**src/rcss_defs.vh**
```
/*
 * Constants for the reset and clock start sequencer: clock source codes,
 * select field positions, delay figures and derived cycle counts.
 * Assumes a 20 MHz system clock; included by its bare name.
 */
`ifndef RCSS_DEFS_VH
`define RCSS_DEFS_VH

// ----------------------------------------------------------------------------
// Clock source codes (3-bit select field)
// ----------------------------------------------------------------------------
`define RCSS_SRC_FASTRC 3'h0
`define RCSS_SRC_FRCPLL 3'h1
`define RCSS_SRC_PRI 3'h2
`define RCSS_SRC_PRIPLL 3'h3
`define RCSS_SRC_SECOSC 3'h4
`define RCSS_SRC_LOWRC 3'h5
`define RCSS_SRC_EXTCLK 3'h6
`define RCSS_SRC_FRCDIV 3'h7
`define RCSS_SEL_W 3
// Field position of current select inside the oscillator control word
`define RCSS_CUR_SEL_LSB 12
`define RCSS_CUR_SEL_MSB 14
`define RCSS_CFG_SEL_LSB 0
`define RCSS_CFG_SEL_MSB 2

// ----------------------------------------------------------------------------
// Timing figures and derived cycle counts
// ----------------------------------------------------------------------------
`define RCSS_CLK_HZ 20000000
`define RCSS_PUT_MS 64
`define RCSS_PUT_CYC (`RCSS_PUT_MS * (`RCSS_CLK_HZ / 1000))
`define RCSS_PON_US 10
`define RCSS_PON_CYC (`RCSS_PON_US * (`RCSS_CLK_HZ / 1000000))
`define RCSS_TRC_US 15
`define RCSS_TRC_CYC (`RCSS_TRC_US * (`RCSS_CLK_HZ / 1000000))
`define RCSS_TLOCK_US 128
`define RCSS_TLOCK_CYC (`RCSS_TLOCK_US * (`RCSS_CLK_HZ / 1000000))
`define RCSS_TFSCM_US 2
`define RCSS_TFSCM_CYC (`RCSS_TFSCM_US * (`RCSS_CLK_HZ / 1000000))
`define RCSS_START_PERIODS 11'h400
`define RCSS_START_W 10

`endif

```
**src/rcss_counter.v**
```verilog
/*
 * Loadable down counter with a done flag, used for each start-up delay.
 * Assumes synchronous active-low reset and a one-cycle load strobe.
 */
`timescale 1ns/1ps
module rcss_counter #(
    parameter W = 24
) (
    input wire clock,
    input wire resetn,
    input wire load,
    input wire [W-1:0] load_value,
    input wire tick,
    output reg done
);
    reg [W-1:0] count;

    // Count down on tick; done once zero is reached
    always @(posedge clock) begin
        if (!resetn) begin
            count <= {W{1'b0}};
            done <= 1'b0;
        end else if (load) begin
            count <= load_value;
            done <= (load_value == {W{1'b0}});
        end else if (!done) begin
            if (count == {W{1'b0}}) begin
                done <= 1'b1;
            end else if (tick) begin
                count <= count - {{(W-1){1'b0}}, 1'b1};
                if (count == {{(W-1){1'b0}}, 1'b1}) begin
                    done <= 1'b1;
                end
            end
        end
    end
endmodule

```
**src/rcss_sequencer.v**
```verilog
/*
 * Reset and clock start sequencer: takes a reset event, chooses the clock
 * source, holds system reset for the power-on and power-up delays, waits
 * alongside them for oscillator start and then PLL lock, then enables code run;
 * the fail-safe clock monitor starts a fixed delay after reset release.
 * Assumes all inputs synchronous to clock; osc_tick pulses once per
 * selected oscillator period.
 */
`timescale 1ns/1ps
`include "rcss_defs.vh"
module rcss_sequencer #(
    parameter PUT_CYC = `RCSS_PUT_CYC,
    parameter PON_CYC = `RCSS_PON_CYC,
    parameter TRC_CYC = `RCSS_TRC_CYC,
    parameter TLOCK_CYC = `RCSS_TLOCK_CYC,
    parameter TFSCM_CYC = `RCSS_TFSCM_CYC,
    parameter CW = 24
) (
    input wire clock,
    input wire resetn,
    input wire por_event,
    input wire bor_event,
    input wire external_reset_pin,
    input wire watchdog_timeout_reset,
    input wire software_reset,
    input wire clock_switch_enable,
    input wire power_up_timer_enable,
    input wire two_speed_enable,
    input wire [7:0] config_osc_select_word,
    input wire [15:0] osc_control_reg,
    input wire osc_tick,
    output reg system_reset_out,
    output reg run_enable,
    output reg fail_safe_clock_monitor,
    output reg [`RCSS_SEL_W-1:0] clock_source,
    output reg start_on_frc
);
    // ------------------------------------------------------------------------
    // States
    // ------------------------------------------------------------------------
    // IDLE only follows the block's own reset and loads zero delays.
    // HOLD keeps system reset asserted while the reset delay runs.
    // WAITCLK has reset released but waits for the clock to be usable.
    // RUN lets code execute until the next reset event restarts all.
    localparam ST_IDLE = 4'b0001;
    localparam ST_HOLD = 4'b0010;
    localparam ST_WAITCLK = 4'b0100;
    localparam ST_RUN = 4'b1000;

    reg [3:0] state;
    reg [3:0] next_state;
    reg load;
    reg start_load;
    reg mon_load;
    reg [CW-1:0] rst_value;
    reg [CW-1:0] clk_value;
    reg [`RCSS_SEL_W-1:0] next_source;
    reg use_start;
    reg lock_after_start;
    wire rst_done;
    wire clk_done;
    wire start_done;
    wire mon_done;
    wire clk_tick;
    wire any_reset;
    wire [`RCSS_SEL_W-1:0] cfg_sel;
    wire [`RCSS_SEL_W-1:0] cur_sel;
    wire [CW-1:0] put_len;
    wire [`RCSS_START_W:0] start_len;

    // Any of the five reset kinds restarts the whole sequence
    assign any_reset = por_event | bor_event | external_reset_pin |
                       watchdog_timeout_reset | software_reset;
    assign cfg_sel = config_osc_select_word[`RCSS_CFG_SEL_MSB:`RCSS_CFG_SEL_LSB];
    assign cur_sel = osc_control_reg[`RCSS_CUR_SEL_MSB:`RCSS_CUR_SEL_LSB];
    // Power-up timer length from configuration
    assign put_len = power_up_timer_enable ? PUT_CYC[CW-1:0] : {CW{1'b0}};
    // Start-up timer length, only for crystal and secondary sources
    assign start_len = use_start ? `RCSS_START_PERIODS : 11'h000;
    // PLL lock wait on a crystal only begins once the crystal has started
    assign clk_tick = !lock_after_start | start_done;

    // ------------------------------------------------------------------------
    // Source choice and delay lengths for the reset being taken
    // ------------------------------------------------------------------------
    // Picks the source and both delays combinationally
    always @* begin
        if (!clock_switch_enable || por_event || bor_event) begin
            next_source = cfg_sel;
        end else begin
            next_source = cur_sel;
        end
        if (por_event) begin
            rst_value = PON_CYC[CW-1:0] + put_len;
        end else if (bor_event) begin
            rst_value = put_len;
        end else begin
            rst_value = {CW{1'b0}};
        end
        use_start = 1'b0;
        clk_value = {CW{1'b0}};
        // Only power-on and brown-out owe a clock delay
        if (!(por_event || bor_event)) begin
            clk_value = {CW{1'b0}};
        end else if (two_speed_enable) begin
            clk_value = TRC_CYC[CW-1:0];
        end else begin
            case (next_source)
                `RCSS_SRC_EXTCLK: clk_value = {CW{1'b0}};
                `RCSS_SRC_FASTRC, `RCSS_SRC_FRCDIV, `RCSS_SRC_LOWRC: begin
                    clk_value = TRC_CYC[CW-1:0];
                end
                `RCSS_SRC_FRCPLL: begin
                    clk_value = TRC_CYC[CW-1:0] + TLOCK_CYC[CW-1:0];
                end
                `RCSS_SRC_PRIPLL: begin
                    // Lock time is added after the start-up count
                    use_start = 1'b1;
                    clk_value = TLOCK_CYC[CW-1:0];
                end
                `RCSS_SRC_PRI, `RCSS_SRC_SECOSC: use_start = 1'b1;
                default: clk_value = {CW{1'b0}};
            endcase
        end
    end

    // ------------------------------------------------------------------------
    // Delay counters
    // ------------------------------------------------------------------------
    // System reset delay
    rcss_counter #(.W(CW)) u_rst (
        .clock(clock), .resetn(resetn), .load(load), .load_value(rst_value),
        .tick(1'b1), .done(rst_done)
    );
    // RC start-up and PLL lock wait, runs alongside the reset delay
    rcss_counter #(.W(CW)) u_clk (
        .clock(clock), .resetn(resetn), .load(load), .load_value(clk_value),
        .tick(clk_tick), .done(clk_done)
    );
    // Oscillator start-up timer, counts oscillator periods
    rcss_counter #(.W(`RCSS_START_W + 1)) u_start (
        .clock(clock), .resetn(resetn), .load(start_load),
        .load_value(start_len),
        .tick(osc_tick), .done(start_done)
    );
    // Fail-safe monitor delay from reset release
    rcss_counter #(.W(CW)) u_mon (
        .clock(clock), .resetn(resetn), .load(mon_load),
        .load_value(TFSCM_CYC[CW-1:0]), .tick(1'b1), .done(mon_done)
    );

    // ------------------------------------------------------------------------
    // Sequence control
    // ------------------------------------------------------------------------
    // Next state and counter loads
    always @* begin
        next_state = state;
        load = 1'b0;
        start_load = 1'b0;
        mon_load = 1'b0;
        case (state)
            ST_IDLE: begin
                load = 1'b1;
                start_load = 1'b1;
                next_state = ST_HOLD;
            end
            ST_HOLD: begin
                if (rst_done) begin
                    mon_load = 1'b1;
                    next_state = ST_WAITCLK;
                end
            end
            ST_WAITCLK: begin
                if (clk_done && start_done) begin
                    next_state = ST_RUN;
                end
            end
            ST_RUN: next_state = ST_RUN;
            default: next_state = ST_IDLE;
        endcase
        // A new event aborts whatever runs and reloads every delay but the monitor delay
        if (any_reset) begin
            load = 1'b1;
            start_load = 1'b1;
            mon_load = 1'b0;
            next_state = ST_HOLD;
        end
    end

    // Remembers whether the lock wait must follow the start-up count
    always @(posedge clock) begin
        if (!resetn) begin
            lock_after_start <= 1'b0;
        end else if (load) begin
            lock_after_start <= use_start && (next_source == `RCSS_SRC_PRIPLL);
        end
    end

    // State, source register and outputs
    always @(posedge clock) begin
        if (!resetn) begin
            state <= ST_IDLE;
            clock_source <= `RCSS_SRC_FASTRC;
            start_on_frc <= 1'b0;
            system_reset_out <= 1'b1;
            run_enable <= 1'b0;
            fail_safe_clock_monitor <= 1'b0;
        end else begin
            state <= next_state;
            if (load) begin
                clock_source <= next_source;
                start_on_frc <= two_speed_enable & (por_event | bor_event);
            end
            system_reset_out <= (next_state == ST_HOLD);
            run_enable <= (next_state == ST_RUN);
            // Stale done from an earlier sequence is masked outside the run states
            fail_safe_clock_monitor <= mon_done && !load &&
                                       (state == ST_WAITCLK || state == ST_RUN);
        end
    end
endmodule

```
**config.mk**
```make
export PLATFORM = sky130hd
export DESIGN_NAME = rcss_sequencer
export DESIGN_NICKNAME = d
export VERILOG_FILES = /design/src/rcss_counter.v /design/src/rcss_sequencer.v
export VERILOG_INCLUDE_DIRS = /design/src
export SDC_FILE = /design/constraint.sdc
export NUM_CORES = 1
export LEC_CHECK = 0
export BUFFER_PORTS_ARGS = -buffer_cell sky130_fd_sc_hd__buf_4
export CORE_MARGIN = 5
export CORE_UTILIZATION = 45
export DETAILED_ROUTE_END_ITERATION = 16
export PLACE_DENSITY = 0.65
export SLEW_MARGIN = 20
export SYNTH_ARGS = -nofsm -noshare
export SYNTH_HDL_FRONTEND = slang
export SYNTH_SLANG_ARGS = --single-unit
```
**constraint.sdc**
```tcl
create_clock -name clock -period 2.05 [get_ports clock]
set_input_delay 0.1025 -clock clock [delete_from_list [all_inputs] [get_ports clock]]
set_output_delay 0.1025 -clock clock [all_outputs]
set_load 0.03 [all_outputs]
```
==> metrics.md <==
| Metric | Value |
|---|---|
| Vias per inst | 5.77 |
| Setup CP Type | reg2reg |
| Max Cap Violations | 0 |
| Fmax | 0.449 GHz |
| Worst setup margin | -0.175 ns |
| Initial antenna violation count | 0 |
| ANT cells | 0 |
| Synthesized cell area | 5120 um2 |
| RR Startpoint | u_mon.count[11]$_SDFFE_PP0P_ |
| Initial Util | 0.455 |
| Most frequent cells after synthesis | dfxtp_1 (99), nor2_1 (67), a21oi_1 (39) |
| Die Width | 117 um |
| Worst Setup SP | u_mon.count[11]$_SDFFE_PP0P_ |
| Final Slew Violations | 0 |
| TritonCTS buffer count | 9 |
| Status | finished, violations left |
| Filler instances | 960 |
| Clock tree buffer depth | 2 |
| Req. time, crit path | 2.33 ns |
| Yosys top cell area share | 0.387 |
| Final Hold Fails | 0 |
| Clock Skew | 0.00755 ns |
| Pin count of the biggest net entering global routing | 22 |
| CP Capture Type | register |
| Register area | 1990 um2 |
| Synth-to-Final Area Change | 31.1% |
| Leakage power | 2.64 nW |
| Last element of the critical path | u_mon.count[18]$_SDFFE_PP0P_ |
| Hold WC Path Type | in2reg |
| Post-route ant nets | 0 |
| DRT Wirelength | 12900 um |
| Main area contributors after synthesis | dfxtp_1 (39%), nor2_1 (4.9%), a21oi_1 (3.8%) |
| Syn nets | 659 |
| FF-to-FF End | u_mon.count[18]$_SDFFE_PP0P_ |
| Max IR drop VDD | 1.12 mV |
| HPWL after DPL | 9340 um |
| Mapped Avg Cell Area | 8.37 um2 |
| Placed cell area | 6050 um2 |
| Worst Max-Slew Pin Slew | 0.553 ns |
| Footprint of the multi-input gates | 3240 um2 |
| DRC violations left | 0 |
| Vias in the first global route | 4729 |
| Most common cell in the netlist | dfxtp_1 |
| Crit path DAT | 2.50 ns |
| Post-synth top area cell | dfxtp_1 |
| DIE AREA | 13600 um2 |
| #FFs+latches synth | 99 |
| Setup-failing EPs final | 6 |
| RD Place Congestion | 0.852 |
| Root Driver | clkbuf_16 |
| Hold Slack | 0.0543 ns |
| Num rows | 39 |
| Pwr Density | 1120 nW/um2 |
| R2R setup slack | -0.18 ns |
| Unique masters post-synth | 57 |
| Failing checks | negative setup slack |
| Number of I/O pins | 42 |
| RSZ-0062 raised after global routing | yes |
| Remaining global-route overflow | 0 |
| CTS tree | done |
| Area of the core | 11300 um2 |
| Clock sinks | 99 |
| Ys Warns | 0 |
| Nets | 756 |
| Share of layout cells above drive strength 1 | 0.286 |
| Part of the Yosys area used for sequential elements | 0.387 |
| DR iter-0 viols | 295 |
| Height of the die | 117 um |
| Dpl ws | -0.152 ns |
| Overall routing resource usage | 0.192 |
| CTS clock-pin slew for the worst setup and hold paths | 0.07 ns |
| Post-synth EDFFs | 0 |
| Via count | 4949 |
| Ys async rst share | 0 |
| Global-route wire length before repair | 21400 um |
| DR WL/cell | 15.1 um |
| Rel. slew slack | 0.628 |
| Final instance area | 6720 um2 |
| Htree depth | 3 |
| Count of buffers from port buffering | 23 |
| Synth Flop Type | dfxtp_1 |
| Reg2Reg Depth | 5 |
| Fin crit share | 1.09 |
| Drt pass-1 iters | 4 |
| Min cycle time layout | 2.23 ns |
| CP Launch Type | register |
| Worst-Skew Late Latency | 0.34 ns |
| Max FO, Critical Path | 3 |
| Cells after synthesis | 612 |
logic make-up (layout without fill, tap and decap cells):
logic type	Yosys count	after routing	synth area share
AND/OR/NAND/NOR	281	281	0.303
AO/OA/AOI/OAI	146	146	0.190
flip-flops	99	99	0.387
buffers and inverters	43	145	0.0369
XOR/XNOR	26	26	0.0444
adder cells (fa/ha/maj)	12	12	0.0293
multiplexers	5	5	0.00977
worst max-delay path, stage by stage (launching register included):
cell and delay, ns:
dfxtp_1 0.31, or4_4 0.55, or3_4 0.35, or4_4 0.42, or3_4 0.38, a21oi_2 0.14
report_power, final:
| group | total (mW) | internal (mW) | switching, mW |
|---|---|---|---|
| logic | 3.25 | 1.64 | 1.61 |
| registers | 2.38 | 2.16 | 0.215 |
| clock network | 1.88 | 1.14 | 0.740 |
sequential cells by signal, summed over array words and instances, names as in the netlist:
signal / count
u_rst.done: 1
u_rst.count: 24
lock_after_start: 1
u_mon.done: 1
u_mon.count: 24
u_clk.done: 1
run_enable: 1
state: 4
start_on_frc: 1
system_reset_out: 1
u_start.count: 11
u_clk.count: 24
clock_source: 3
u_start.done: 1
fail_safe_clock_monitor: 1
stage by stage:
stage | util | std cells | total power [mW] | setup TNS, ns
2_1_floorplan | - | 612 | 3.96 | -0.0554
3_3_place_gp | 0.537 | 832 | 4.80 | -0.137
3_5_place_dp | 0.537 | 832 | 4.90 | -0.532
4_1_cts | 0.576 | 852 | 6.98 | -0.186
5_1_grt | 0.596 | 857 | 7.94 | -0.996
6_report | 0.596 | 857 | 7.50 | -0.277
how the worst min path moves through the flow:
stage                              endpoint  cells after the start  slack, ns                       from
6_report       clock_source[0]$_SDFFE_PN0N_                      3       0.05        osc_control_reg[12]
5_1_grt        clock_source[0]$_SDFFE_PN0N_                      3       0.07        osc_control_reg[12]
4_1_cts        clock_source[0]$_SDFFE_PN0N_                      3       0.04  config_osc_select_word[0]
3_5_place_dp          u_rst.done$_SDFF_PN0_                      2       0.35                  por_event
3_3_place_gp          u_rst.done$_SDFF_PN0_                      2       0.36                  por_event
2_1_floorplan         u_rst.done$_SDFF_PN0_                      1       0.19                  por_event
per-layer routing:
metal / vias up / wire length, um / global-route usage
li1: 2494 / - / -
met1: 2350 / 5960 / 0.246
met2: 89 / 6390 / 0.327
met3: 16 / 378 / 0.0275
met4: 0 / 193 / 0.0696
met5: - / 0 / 0
cells in the final DEF (no fill, tap or decap), types with 4 or more instances in the layout:
master,n
a31oi_1,7
nor4_1,11
or3_4,7
a311oi_1,5
clkbuf_16,9
a21oi_2,4
nor2b_1,5
dfxtp_1,91
o31ai_1,10
nand4_1,11
o221a_2,4
a211oi_1,8
o2111ai_1,4
or2_2,5
nor4_4,4
dfxtp_2,8
nand3_1,21
xor2_1,17
o21a_1,6
or3_1,23
buf_4,105
or4_1,15
buf_12,4
inv_1,16
o211ai_1,5
and3_1,4
mux2i_1,5
a21oi_1,35
nand2b_1,8
ha_1,11
or4_4,6
xnor2_1,9
nor2_1,66
nor3_1,28
nand2_1,28
o21ai_0,31
layout make-up:
| class | count | share of cell area |
|---|---|---|
| clock buffer | 11 | 0.0376 |
| tap | 143 | 0.0266 |
| clock inverter | 5 | 0.0127 |
| timing repair buffer | 113 | 0.135 |
| sequential | 99 | 0.296 |
| inverter | 16 | 0.00894 |
| multi-input combinational | 470 | 0.483 |
timing repair:
item / in CTS / in global routing
gates cloned: 1 / 0
pin swaps: 12 / 17
hold buffers: 1 / 0
buffers inserted: 2 / 5
gates resized for setup: 18 / 39
endpoints found under the setup margin: 17 / 51
hold endpoints to repair: 1 / 0
(Power assumes the default switching activity.)
